`config.mk`:
```
export PLATFORM = sky130hd
export DESIGN_NAME = ldd_display_driver
export DESIGN_NICKNAME = d
export VERILOG_FILES = /design/src/hdl/ldd_pkg.sv /design/src/hdl/ldd_display_driver.sv /design/src/hdl/ldd_scan_div.sv
export SDC_FILE = /design/constraint.sdc
export NUM_CORES = 1
export LEC_CHECK = 0
export ABC_CLOCK_PERIOD_IN_PS = 3250
export BUFFER_PORTS_ARGS = -buffer_cell sky130_fd_sc_hd__buf_2
export CELL_PAD_IN_SITES_DETAIL_PLACEMENT = 1
export CELL_PAD_IN_SITES_GLOBAL_PLACEMENT = 2
export CORE_MARGIN = 2
export CORE_UTILIZATION = 39
export DETAILED_ROUTE_END_ITERATION = 7
export GPL_ROUTABILITY_DRIVEN = 0
export PLACE_DENSITY_LB_ADDON = 0.1
export SLEW_MARGIN = 20
export SYNTH_ARGS = -nofsm -noshare
export SYNTH_HDL_FRONTEND = slang
export SYNTH_SLANG_ARGS = --single-unit
```
`constraint.sdc`:
```
create_clock -name core_clk -period 3.25 [get_ports core_clk]
set_clock_uncertainty 0.1 [all_clocks]
set_input_delay 0.4875 -clock core_clk [delete_from_list [all_inputs] [get_ports core_clk]]
set_output_delay 0.4875 -clock core_clk [all_outputs]
set_load 0.02 [all_outputs]
```
`src/hdl/ldd_pkg.sv`:
```
package ldd_pkg;

	// ----------------------------------------------------------------
	// geometry and bus
	// ----------------------------------------------------------------
	localparam int ADDR_W = 5;
	localparam int DATA_W = 16;
	localparam int NUM_COM = 16;
	localparam int NUM_SEG = 16;
	localparam int LVL_W = 2;
	localparam int SLOT_W = 4;
	localparam int TICK_W = 6;
	localparam int DIV_W = 3;

	// ----------------------------------------------------------------
	// register map
	// ----------------------------------------------------------------
	localparam logic [ADDR_W-1:0] PANEL_CTRL_ADDR = 5'h00;
	localparam logic [ADDR_W-1:0] MATRIX_CTRL_ADDR = 5'h01;
	localparam logic [ADDR_W-1:0] STATUS_ADDR = 5'h02;
	localparam int DMEM_SEL_BIT = 4;
	localparam logic [7:0] PANEL_CTRL_RST = 8'h00;
	localparam logic [7:0] MATRIX_CTRL_RST = 8'h00;

	// panel_control_reg fields
	localparam int PNL_EN_BIT = 0;
	localparam int PNL_BIAS_BIT = 1;
	localparam int PNL_TYPE_BIT = 2;
	localparam int PNL_BIAS_RESISTOR_SEL0_BIT = 3;
	localparam int PNL_RSEL1_BIT = 4;
	localparam int PNL_DUTY_LSB = 5;

	// matrix_control_reg fields
	localparam int MTX_EN_BIT = 0;
	localparam int MTX_SEL_BIT = 1;
	localparam int MTX_COMPOL_BIT = 2;
	localparam int MTX_SEGPOL_BIT = 3;
	localparam int MTX_DUTY_LSB = 4;

	// status fields
	localparam int STS_ACTIVE_BIT = 0;
	localparam int STS_PHASE_BIT = 1;
	localparam int STS_SLOT_LSB = 4;

	// ----------------------------------------------------------------
	// drive level codes and duty selections
	// ----------------------------------------------------------------
	localparam logic [LVL_W-1:0] LVL_VSS = 2'h0;
	localparam logic [LVL_W-1:0] LVL_VC = 2'h1;
	localparam logic [LVL_W-1:0] LVL_VB = 2'h2;
	localparam logic [LVL_W-1:0] LVL_VA = 2'h3;

	typedef enum logic [2:0] {
		LDD_LED_STATIC,
		LDD_LED_D4,
		LDD_LED_D8,
		LDD_LED_D12,
		LDD_LED_D16
	} ldd_led_duty_t;

	localparam logic [1:0] LCD_DUTY_2 = 2'h0;
	localparam logic [1:0] LCD_DUTY_3 = 2'h1;

	// ----------------------------------------------------------------
	// timing
	// ----------------------------------------------------------------
	localparam int SUB_DIV = 8;
	localparam int SUB_CLOCK_HZ = 32768;
	localparam int SCAN_HZ = SUB_CLOCK_HZ / SUB_DIV;
	localparam int LED_FRAME_HZ = 64;
	localparam int LED_FRAME_TICKS = SCAN_HZ / LED_FRAME_HZ;
	localparam logic [DIV_W-1:0] SUB_DIV_M1 = DIV_W'(SUB_DIV - 1);
	localparam logic [TICK_W-1:0] LED_SLOT1_M1 = TICK_W'(LED_FRAME_TICKS / 1 - 1);
	localparam logic [TICK_W-1:0] LED_SLOT4_M1 = TICK_W'(LED_FRAME_TICKS / 4 - 1);
	localparam logic [TICK_W-1:0] LED_SLOT8_M1 = TICK_W'(LED_FRAME_TICKS / 8 - 1);
	localparam logic [TICK_W-1:0] LED_SLOT12_M1 = TICK_W'(LED_FRAME_TICKS / 12 - 1);
	localparam logic [TICK_W-1:0] LED_SLOT16_M1 = TICK_W'(LED_FRAME_TICKS / 16 - 1);

endpackage

```
`src/hdl/ldd_display_driver.sv`:
```
`timescale 1ns/100ps
// Function
// type select set gives push-pull LED drive
// LED common and segment polarity chosen independently
// LED off holds lines at inactive level
// LED duty static, 1/4, 1/8, 1/12, 1/16
// LED frame rate between 55 and 75 Hz
// bias bit selects three or four levels
// half bias never uses the third level
// two bias resistor select bits
// capacitor biasing enables the charge pump
// enable low stops drive, display blank
// both enables clear at power-on
// software initialises display memory after power-up
// scan clock is sub clock divided eight
// type select clear gives LCD drive
// type bit picks LCD scheme A or B
// sleep holds the driver reset and off
// commons in equal slots, segments from memory
module ldd_display_driver (
	input wire logic core_clk,
	input wire logic rst,
	input wire logic sub_clock,
	input wire logic sleep_mode,
	input wire logic cap_bias_cfg,
	input wire logic [1:0] pump_ratio_cfg,
	input wire logic [ldd_pkg::ADDR_W-1:0] reg_addr,
	input wire logic [ldd_pkg::DATA_W-1:0] reg_wdata,
	input wire logic reg_we,
	input wire logic reg_re,
	output logic [ldd_pkg::DATA_W-1:0] reg_rdata,
	output logic [ldd_pkg::NUM_COM*ldd_pkg::LVL_W-1:0] backplane_line,
	output logic [ldd_pkg::NUM_SEG*ldd_pkg::LVL_W-1:0] segment_line,
	output logic push_pull_mode,
	output logic charge_pump_en,
	output logic [1:0] pump_ratio,
	output logic [1:0] bias_resistor_sel,
	output logic bias_third
);

	// ----------------------------------------------------------------
	// registers and display memory
	// ----------------------------------------------------------------
	logic [7:0] panel_control_reg_q, panel_control_reg_d;
	logic [7:0] matrix_control_reg_q, matrix_control_reg_d;
	logic [ldd_pkg::DATA_W-1:0] rdata_q, rdata_d;
	logic [ldd_pkg::DATA_W-1:0] status_word;
	// no reset on the memory: software is expected to fill it first
	logic [ldd_pkg::NUM_SEG-1:0] dmem [0:ldd_pkg::NUM_COM-1];

	logic [ldd_pkg::SLOT_W-1:0] slot_q, slot_d;
	logic [ldd_pkg::TICK_W-1:0] tick_cnt_q, tick_cnt_d;
	logic phase_q, phase_d;
	logic scan_tick;

	logic led_mode, active, bias3, type_b, com_pol, seg_pol;
	logic [ldd_pkg::SLOT_W-1:0] ncom_m1;
	logic [ldd_pkg::TICK_W-1:0] slot_len_m1;
	ldd_pkg::ldd_led_duty_t led_duty;

	logic [ldd_pkg::NUM_COM*ldd_pkg::LVL_W-1:0] bp_q, bp_d;
	logic [ldd_pkg::NUM_SEG*ldd_pkg::LVL_W-1:0] sg_q, sg_d;
	logic pp_q, pp_d, pump_q, pump_d, bias3_q, bias3_d;
	logic [1:0] ratio_q, ratio_d, rsel_q, rsel_d;

	ldd_scan_div u_div (
		.core_clk(core_clk),
		.rst(rst),
		.sub_clock(sub_clock),
		.scan_tick(scan_tick)
	);

	// ----------------------------------------------------------------
	// mode decode
	// ----------------------------------------------------------------
	assign led_mode = matrix_control_reg_q[ldd_pkg::MTX_SEL_BIT];
	assign bias3 = panel_control_reg_q[ldd_pkg::PNL_BIAS_BIT];
	assign type_b = panel_control_reg_q[ldd_pkg::PNL_TYPE_BIT];
	assign com_pol = matrix_control_reg_q[ldd_pkg::MTX_COMPOL_BIT];
	assign seg_pol = matrix_control_reg_q[ldd_pkg::MTX_SEGPOL_BIT];
	assign led_duty = ldd_pkg::ldd_led_duty_t'(matrix_control_reg_q[ldd_pkg::MTX_DUTY_LSB +: 3]);

	// sleep overrides both enables, acting as the driver's reset
	assign active = !sleep_mode && (led_mode ?
		matrix_control_reg_q[ldd_pkg::MTX_EN_BIT] :
		panel_control_reg_q[ldd_pkg::PNL_EN_BIT]);

	// commons in use and ticks per slot; 1/12 rounds down to a 60 tick frame
	always_comb begin
		ncom_m1 = 4'h3;
		slot_len_m1 = ldd_pkg::LED_SLOT16_M1;
		if (led_mode) begin
			unique case (led_duty)
				ldd_pkg::LDD_LED_STATIC: begin
					ncom_m1 = 4'h0;
					slot_len_m1 = ldd_pkg::LED_SLOT1_M1;
				end
				ldd_pkg::LDD_LED_D4: begin
					ncom_m1 = 4'h3;
					slot_len_m1 = ldd_pkg::LED_SLOT4_M1;
				end
				ldd_pkg::LDD_LED_D8: begin
					ncom_m1 = 4'h7;
					slot_len_m1 = ldd_pkg::LED_SLOT8_M1;
				end
				ldd_pkg::LDD_LED_D12: begin
					ncom_m1 = 4'hB;
					slot_len_m1 = ldd_pkg::LED_SLOT12_M1;
				end
				default: begin
					ncom_m1 = 4'hF;
					slot_len_m1 = ldd_pkg::LED_SLOT16_M1;
				end
			endcase
		end else begin
			unique case (panel_control_reg_q[ldd_pkg::PNL_DUTY_LSB +: 2])
				ldd_pkg::LCD_DUTY_2: ncom_m1 = 4'h1;
				ldd_pkg::LCD_DUTY_3: ncom_m1 = 4'h2;
				default: ncom_m1 = 4'h3;
			endcase
		end
	end

	// ----------------------------------------------------------------
	// register bus
	// ----------------------------------------------------------------
	always_comb begin
		status_word = '0;
		status_word[ldd_pkg::STS_ACTIVE_BIT] = active;
		status_word[ldd_pkg::STS_PHASE_BIT] = phase_q;
		status_word[ldd_pkg::STS_SLOT_LSB +: ldd_pkg::SLOT_W] = slot_q;
	end

	// writes update control, reads answer one cycle later, unmapped reads zero
	always_comb begin
		panel_control_reg_d = panel_control_reg_q;
		matrix_control_reg_d = matrix_control_reg_q;
		rdata_d = '0;
		if (reg_we && reg_addr == ldd_pkg::PANEL_CTRL_ADDR) begin
			panel_control_reg_d = reg_wdata[7:0];
		end
		if (reg_we && reg_addr == ldd_pkg::MATRIX_CTRL_ADDR) begin
			matrix_control_reg_d = reg_wdata[7:0];
		end
		if (reg_re) begin
			if (reg_addr[ldd_pkg::DMEM_SEL_BIT]) begin
				rdata_d = dmem[reg_addr[ldd_pkg::SLOT_W-1:0]];
			end else if (reg_addr == ldd_pkg::PANEL_CTRL_ADDR) begin
				rdata_d = {8'h00, panel_control_reg_q};
			end else if (reg_addr == ldd_pkg::MATRIX_CTRL_ADDR) begin
				rdata_d = {8'h00, matrix_control_reg_q};
			end else if (reg_addr == ldd_pkg::STATUS_ADDR) begin
				rdata_d = status_word;
			end
		end
	end

	// display memory is a plain write port, scanned live by the output logic
	always_ff @(posedge core_clk) begin
		if (reg_we && reg_addr[ldd_pkg::DMEM_SEL_BIT]) begin
			dmem[reg_addr[ldd_pkg::SLOT_W-1:0]] <= reg_wdata;
		end
	end

	// ----------------------------------------------------------------
	// scan sequencer
	// ----------------------------------------------------------------
	// led: fixed ticks per slot; lcd type a flips phase every tick,
	// type b flips once per frame for a lower drive frequency
	always_comb begin
		slot_d = slot_q;
		tick_cnt_d = tick_cnt_q;
		phase_d = phase_q;
		if (!active) begin
			slot_d = '0;
			tick_cnt_d = '0;
			phase_d = 1'b0;
		end else if (scan_tick) begin
			if (led_mode) begin
				if (tick_cnt_q >= slot_len_m1) begin
					tick_cnt_d = '0;
					slot_d = (slot_q >= ncom_m1) ? '0 : slot_q + 1'b1;
				end else begin
					tick_cnt_d = tick_cnt_q + 1'b1;
				end
			end else if (!type_b) begin
				phase_d = !phase_q;
				if (phase_q) begin
					slot_d = (slot_q >= ncom_m1) ? '0 : slot_q + 1'b1;
				end
			end else begin
				slot_d = (slot_q >= ncom_m1) ? '0 : slot_q + 1'b1;
				if (slot_q >= ncom_m1) begin
					phase_d = !phase_q;
				end
			end
		end
	end

	// ----------------------------------------------------------------
	// line waveforms
	// ----------------------------------------------------------------
	always_comb begin
		bp_d = '0;
		sg_d = '0;
		for (int i = 0; i < ldd_pkg::NUM_COM; i++) begin
			if (led_mode) begin
				// off or not in slot: opposite of the chosen active level
				bp_d[i*ldd_pkg::LVL_W +: ldd_pkg::LVL_W] =
					((active && slot_q == i[ldd_pkg::SLOT_W-1:0]) ~^ !com_pol) ?
					ldd_pkg::LVL_VSS : ldd_pkg::LVL_VA;
			end else if (active) begin
				if (slot_q == i[ldd_pkg::SLOT_W-1:0]) begin
					bp_d[i*ldd_pkg::LVL_W +: ldd_pkg::LVL_W] =
						phase_q ? ldd_pkg::LVL_VSS : ldd_pkg::LVL_VA;
				end else begin
					bp_d[i*ldd_pkg::LVL_W +: ldd_pkg::LVL_W] = (bias3 && !phase_q) ?
						ldd_pkg::LVL_VC : ldd_pkg::LVL_VB;
				end
			end
		end
		for (int j = 0; j < ldd_pkg::NUM_SEG; j++) begin
			if (led_mode) begin
				sg_d[j*ldd_pkg::LVL_W +: ldd_pkg::LVL_W] =
					((active && dmem[slot_q][j]) ~^ !seg_pol) ?
					ldd_pkg::LVL_VSS : ldd_pkg::LVL_VA;
			end else if (active) begin
				if (dmem[slot_q][j]) begin
					sg_d[j*ldd_pkg::LVL_W +: ldd_pkg::LVL_W] =
						phase_q ? ldd_pkg::LVL_VA : ldd_pkg::LVL_VSS;
				end else if (bias3) begin
					sg_d[j*ldd_pkg::LVL_W +: ldd_pkg::LVL_W] =
						phase_q ? ldd_pkg::LVL_VC : ldd_pkg::LVL_VB;
				end else begin
					sg_d[j*ldd_pkg::LVL_W +: ldd_pkg::LVL_W] =
						phase_q ? ldd_pkg::LVL_VSS : ldd_pkg::LVL_VA;
				end
			end
		end
		pp_d = led_mode;
		pump_d = cap_bias_cfg;
		ratio_d = pump_ratio_cfg;
		rsel_d = {panel_control_reg_q[ldd_pkg::PNL_RSEL1_BIT],
			panel_control_reg_q[ldd_pkg::PNL_BIAS_RESISTOR_SEL0_BIT]};
		bias3_d = bias3;
	end

	// ----------------------------------------------------------------
	// state registers
	// ----------------------------------------------------------------
	always_ff @(posedge core_clk) begin
		if (rst) begin
			panel_control_reg_q <= ldd_pkg::PANEL_CTRL_RST;
			matrix_control_reg_q <= ldd_pkg::MATRIX_CTRL_RST;
			rdata_q <= '0;
			slot_q <= '0;
			tick_cnt_q <= '0;
			phase_q <= 1'b0;
			bp_q <= '0;
			sg_q <= '0;
			pp_q <= 1'b0;
			pump_q <= 1'b0;
			ratio_q <= '0;
			rsel_q <= '0;
			bias3_q <= 1'b0;
		end else begin
			panel_control_reg_q <= panel_control_reg_d;
			matrix_control_reg_q <= matrix_control_reg_d;
			rdata_q <= rdata_d;
			slot_q <= slot_d;
			tick_cnt_q <= tick_cnt_d;
			phase_q <= phase_d;
			bp_q <= bp_d;
			sg_q <= sg_d;
			pp_q <= pp_d;
			pump_q <= pump_d;
			ratio_q <= ratio_d;
			rsel_q <= rsel_d;
			bias3_q <= bias3_d;
		end
	end

	assign reg_rdata = rdata_q;
	assign backplane_line = bp_q;
	assign segment_line = sg_q;
	assign push_pull_mode = pp_q;
	assign charge_pump_en = pump_q;
	assign pump_ratio = ratio_q;
	assign bias_resistor_sel = rsel_q;
	assign bias_third = bias3_q;

	// ----------------------------------------------------------------
	// checks
	// ----------------------------------------------------------------
	chk_mode_to_pins: assert property (@(posedge core_clk) disable iff (rst)
		push_pull_mode == $past(led_mode))
		else $error("push-pull mode does not follow type select");
	chk_led_off_level: assert property (@(posedge core_clk) disable iff (rst)
		(led_mode && !active) |=> (backplane_line[1:0] ==
		($past(com_pol) ? ldd_pkg::LVL_VSS : ldd_pkg::LVL_VA)) &&
		(segment_line[1:0] == ($past(seg_pol) ? ldd_pkg::LVL_VSS : ldd_pkg::LVL_VA)))
		else $error("led line not at inactive level while off");
	chk_lcd_blank: assert property (@(posedge core_clk) disable iff (rst)
		(!led_mode && !active) |=> (backplane_line == '0) && (segment_line == '0))
		else $error("lcd lines driven while disabled");
	chk_half_bias: assert property (@(posedge core_clk) disable iff (rst)
		(!led_mode && !bias3) |=> (backplane_line[1:0] != ldd_pkg::LVL_VC) &&
		(segment_line[1:0] != ldd_pkg::LVL_VC))
		else $error("third level used under half bias");
	chk_sleep_reset: assert property (@(posedge core_clk) disable iff (rst)
		sleep_mode |=> (slot_q == '0) && !phase_q && (tick_cnt_q == '0))
		else $error("scan kept running in sleep");
	chk_enable_reset: assert property (@(posedge core_clk)
		$fell(rst) |-> !panel_control_reg_q[ldd_pkg::PNL_EN_BIT] &&
		!matrix_control_reg_q[ldd_pkg::MTX_EN_BIT])
		else $error("enable set right after reset");
	chk_slot_bound: assert property (@(posedge core_clk) disable iff (rst)
		(active && $stable(matrix_control_reg_q) && $stable(panel_control_reg_q) &&
		$past(slot_q) <= ncom_m1) |-> slot_q <= ncom_m1)
		else $error("scan slot beyond the commons in use");
	chk_com_select: assert property (@(posedge core_clk) disable iff (rst)
		(led_mode && active && slot_q == '0) |=>
		backplane_line[1:0] == ($past(com_pol) ? ldd_pkg::LVL_VA : ldd_pkg::LVL_VSS))
		else $error("active common not at its selected level");

	chk_pump_cfg: assert property (@(posedge core_clk) disable iff (rst)
		charge_pump_en == $past(cap_bias_cfg))
		else $error("charge pump enable does not follow bias type");

	chk_bias_levels: assert property (@(posedge core_clk) disable iff (rst)
		##1 bias_third == $past(bias3) && bias_resistor_sel == $past(rsel_d))
		else $error("bias outputs do not follow control");

	cov_led_sixteen: cover property (@(posedge core_clk) disable iff (rst)
		led_mode && active && slot_q == 4'hF);
	cov_lcd_type_b: cover property (@(posedge core_clk) disable iff (rst)
		!led_mode && active && type_b && $rose(phase_q));
	cov_sleep_while_on: cover property (@(posedge core_clk) disable iff (rst)
		$rose(sleep_mode) && matrix_control_reg_q[ldd_pkg::MTX_EN_BIT]);

endmodule

```
`src/hdl/ldd_scan_div.sv`:
```
`timescale 1ns/100ps
module ldd_scan_div (
	input wire logic core_clk,
	input wire logic rst,
	input wire logic sub_clock,
	output logic scan_tick
);

	// ----------------------------------------------------------------
	// sub clock divider
	// ----------------------------------------------------------------
	logic sub_prev_q, sub_prev_d;
	logic [ldd_pkg::DIV_W-1:0] cnt_q, cnt_d;
	logic tick_q, tick_d;

	// count rising edges of the sampled sub clock, one tick per eight
	always_comb begin
		sub_prev_d = sub_clock;
		cnt_d = cnt_q;
		tick_d = 1'b0;
		if (sub_clock && !sub_prev_q) begin
			if (cnt_q == ldd_pkg::SUB_DIV_M1) begin
				cnt_d = '0;
				tick_d = 1'b1;
			end else begin
				cnt_d = cnt_q + 1'b1;
			end
		end
	end

	always_ff @(posedge core_clk) begin
		if (rst) begin
			sub_prev_q <= 1'b0;
			cnt_q <= '0;
			tick_q <= 1'b0;
		end else begin
			sub_prev_q <= sub_prev_d;
			cnt_q <= cnt_d;
			tick_q <= tick_d;
		end
	end

	assign scan_tick = tick_q;

	// eight sub clock edges take at least sixteen core cycles
	chk_tick_spacing: assert property (@(posedge core_clk) disable iff (rst)
		tick_q |=> !tick_q [*8])
		else $error("scan tick came too soon after the previous one");

endmodule

```
==> results.toml <==
[grt]
antenna_found_initial = 2
grt_pass1_wl_um = 96800
grt_overflow_total = 0
grt_max_degree = 54
grt_pass1_vias = 13940
grt.total_usage = 0.2633

[floorplan]
num_rows = 81
chipWidth_um = 225.3
die-height_um = 225.3
coreArea_mm2 = 0.04865
start_util = 0.3926
fp.dieArea_mm2 = 0.05075
pin_count = 117

[worst_setup_path]
critPathMaxFanout = 8
worstSetupPathType = "reg2reg"
cp_data_arrival_time_ns = 3.19
ff2ff_path_depth = 10
cp-startpoint = "matrix_control_reg_q[1]"
start_kind = "flip-flop"
reg2reg_setup_slack_ns = 0.40
crit_path_end_kind = "flip-flop"
required_ns = 3.59
r2r_start = "matrix_control_reg_q[1]"

[synthesis]
synth-edff-count = 256
synth_cell_types = 74
ys.flop_type = "edfxtp_1"
synth.largest_area_cell = "edfxtp_1"
yosys_register_bits = 379
syn_nets = 1482
synth.cell_area_mm2 = 0.01910
seq_area_frac_synth = 0.5315
synth_cells = 1433
yosys_warnings = 0
netlist_top_cells_area = "edfxtp_1 40%, dfxtp_1 13%, mux4_2 12%, mux2i_1 5.1%, mux2_2 3.7%"
yosys.area.top_type_share = 0.4025
avgSynthCellArea_um2 = 13.33
async_reset_ff_frac = 0

[timing]
fin_crit_sh = 0.8779
finalHoldViolations = 0
timing.setup.tns_ns = 0
fmax_mhz = 350.5
slew_viol_final = 0
rsz0062_at_grt = "false"
tightest_slew_ns = 1.022
finalSetupViolations = 0
post-route-min-period_ns = 2.853
relSlewSlack = 0.3123

[cells_and_area]
final_nets = 1635
syn_to_final_growth_pct = 17.00
design_area_mm2 = 0.02234
drive_above_1_share = 0.2994
fillers = 4959

[placement]
port-buffer-count = 116
post_dp_cell_area_mm2 = 0.02078
place_hpwl_um = 45590

[worst_hold_path]
hold_path.class = "in2reg"
hold_depth = 2
hp-start = "sub_clock"
min_to = "u_div.sub_prev_q"

[pwr]
clkPwrFrac = 0.479
power_switching_uw = 2434
power_frac_seq = 0.477
p_comb_frac = 0.044
switching_share = 0.2218
vdd_drop_max_mv = 0.4330
power_density_mw_per_mm2 = 491.0
power.leakage_uw = 0.007534
p_int_uw = 8538

[route]
vias = 13770
viasPerCell = 6.126
drc = 5
drt-initial-drc-count = 1310
antenna_left = 0
wl_um = 66550
wire_per_inst_um = 29.60
firstDrtPassIters = 8

[clock_network]
cts_made_buffers = 45
cts.path.max_buffers = 3
cts_sinks = 379
cts_resized = 0
clk_latency_ns = 0.60
cts_tree = "done"
htree_levels = 2
path_clk_slew_ns = 0.06
cts_root_buf = "clkbuf_16"

[run]
cap_violations = 0

[status]
status = "complete, but fails checks"
violations = "DRC"
==> critical path, stage by stage, from the launching register on <==
cell	delay (ns)
dfxtp_1	0.33
inv_1	0.06
nor2_1	0.13
inv_1	0.07
or3_1	0.38
ha_1	0.32
a21o_1	0.16
a21o_1	0.18
a211oi_1	0.52
or2_1	0.34
o41ai_1	0.12
==> synth_stat cells, drive strengths merged (2+ instances only) <==
library cell,number
or2,5
nand3,54
o221ai,17
o311ai,16
mux4,106
a22oi,32
a31o,12
a21oi,58
o21ai,47
o22a,3
nor3b,2
clkbuf,42
dfxtp,123
o31ai,4
mux2i,97
o22ai,2
nor4,5
a222oi,30
nor2b,11
a311o,4
nor2,47
nand2,107
xnor2,17
buf,70
nand2b,29
a221o,5
or3,4
nand3b,9
or3b,4
a22o,2
a21boi,3
nand4,3
and2,28
xor2,4
mux2,63
o41ai,2
o211ai,18
a2bb2oi,12
ha,19
nor3,24
a21o,13
inv,11
a211oi,2
edfxtp,256
==> worst max path at each step <==
stage,depth (start not counted),to
3_3_place_gp,6,reg_rdata[6]
2_1_floorplan,3,dmem[1][0]
5_1_grt,10,flip-flop
3_5_place_dp,10,flip-flop
4_1_cts,10,flip-flop
6_report,10,flip-flop
==> state kept, by name (all words and copies together), names as in the netlist, named ones only <==
signal	flops
dmem	256
backplane_line	32
segment_line	32
reg_rdata	16
matrix_control_reg_q	8
panel_control_reg_q	8
tick_cnt_q	6
slot_q	4
u_div.cnt_q	3
bias_resistor_sel	2
pump_ratio	2
bias_third	1
charge_pump_en	1
phase_q	1
push_pull_mode	1
u_div.scan_tick	1
u_div.sub_prev_q	1
==> placed cells by master (no fill, tap or decap), drive strengths merged, types with 4 or more instances in the layout <==
master / instances
edfxtp: 256
buf: 215
dfxtp: 123
nand2: 107
mux4: 106
mux2i: 97
clkbuf: 64
mux2: 63
a21oi: 58
nand3: 54
o21ai: 47
nor2: 47
a22oi: 32
a222oi: 30
nand2b: 29
and2: 28
nor3: 24
ha: 19
o211ai: 18
xnor2: 17
o221ai: 17
o311ai: 16
a21o: 13
a2bb2oi: 12
a31o: 12
inv: 12
clkinv: 12
nor2b: 11
nand3b: 9
a221o: 5
bufinv: 5
nor4: 5
or2: 5
or3: 4
o31ai: 4
or3b: 4
a311o: 4
xor2: 4
==> layout make-up <==
class                   count  area [µm²]  area share
repair buffers            218        1456     0.06518
diodes                      3       7.507   0.0003360
clock buffers              64        1281     0.05734
flip-flops and latches    379       10160      0.4546
clock inverters            20       240.2     0.01075
multi-input cells         931        8381      0.3751
well taps                 622       778.2     0.03483
inverters                  11       41.29    0.001848
==> kinds of logic after synthesis <==
kind of cell             count (synthesis)  share of synthesized area
XOR/XNOR                                21                   0.009631
AO/OA/AOI/OAI                          287                     0.1091
adder cells (fa/ha/maj)                 19                    0.01245
multiplexers                           266                     0.2134
AND/OR/NAND/NOR                        338                    0.09002
buffers and inverters                  123                    0.03394
flip-flops                             379                     0.5315
==> routing by layer <==
layer | GRT usage | vias up | share of wire
li1 | - | 6005 | -
met1 | 0.3710 | 7159 | 0.45
met5 | 0 | - | 0.00020
met3 | 0.04211 | 109 | 0.061
met4 | 0.09677 | 2 | 0.032
met2 | 0.4113 | 497 | 0.46
==> what timing repair did <==
action | CTS | global route
setup buffers | 0 | 0
hold buffers | 3 | 0
endpoints found under the setup margin | 0 | 0
hold endpoints to repair | 3 | 0
==> power groups by stage <==
| stage | combinational (µW) | clock, µW | sequential (µW) |
|---|---|---|---|
| after floorplan | 267 | 0 | 5340 |
| after global placement | 477 | 0 | 5330 |
| after detailed placement | 484 | 0 | 5340 |
| after CTS | 488 | 5360 | 5230 |
| after global routing | 517 | 5530 | 5240 |
| final | 485 | 5250 | 5230 |
==> through the flow <==
step | power (µW) | util | hold slack, ns | cells | setup WS [ns]
final | 10970 | 0.4593 | 0.03673 | 2248 | 0.3970
after detailed placement | 5819 | 0.4272 | 0.3602 | 2158 | 0.4036
after global routing | 11280 | 0.4592 | 0.03294 | 2246 | 0.2163
after global placement | 5810 | 0.4272 | 0.3532 | 2158 | 0.3772
after CTS | 11080 | 0.4591 | 0.001575 | 2245 | 0.3916
after floorplan | 5606 | - | 0.3365 | 1433 | 0.04282
(Power assumes the default switching activity.)
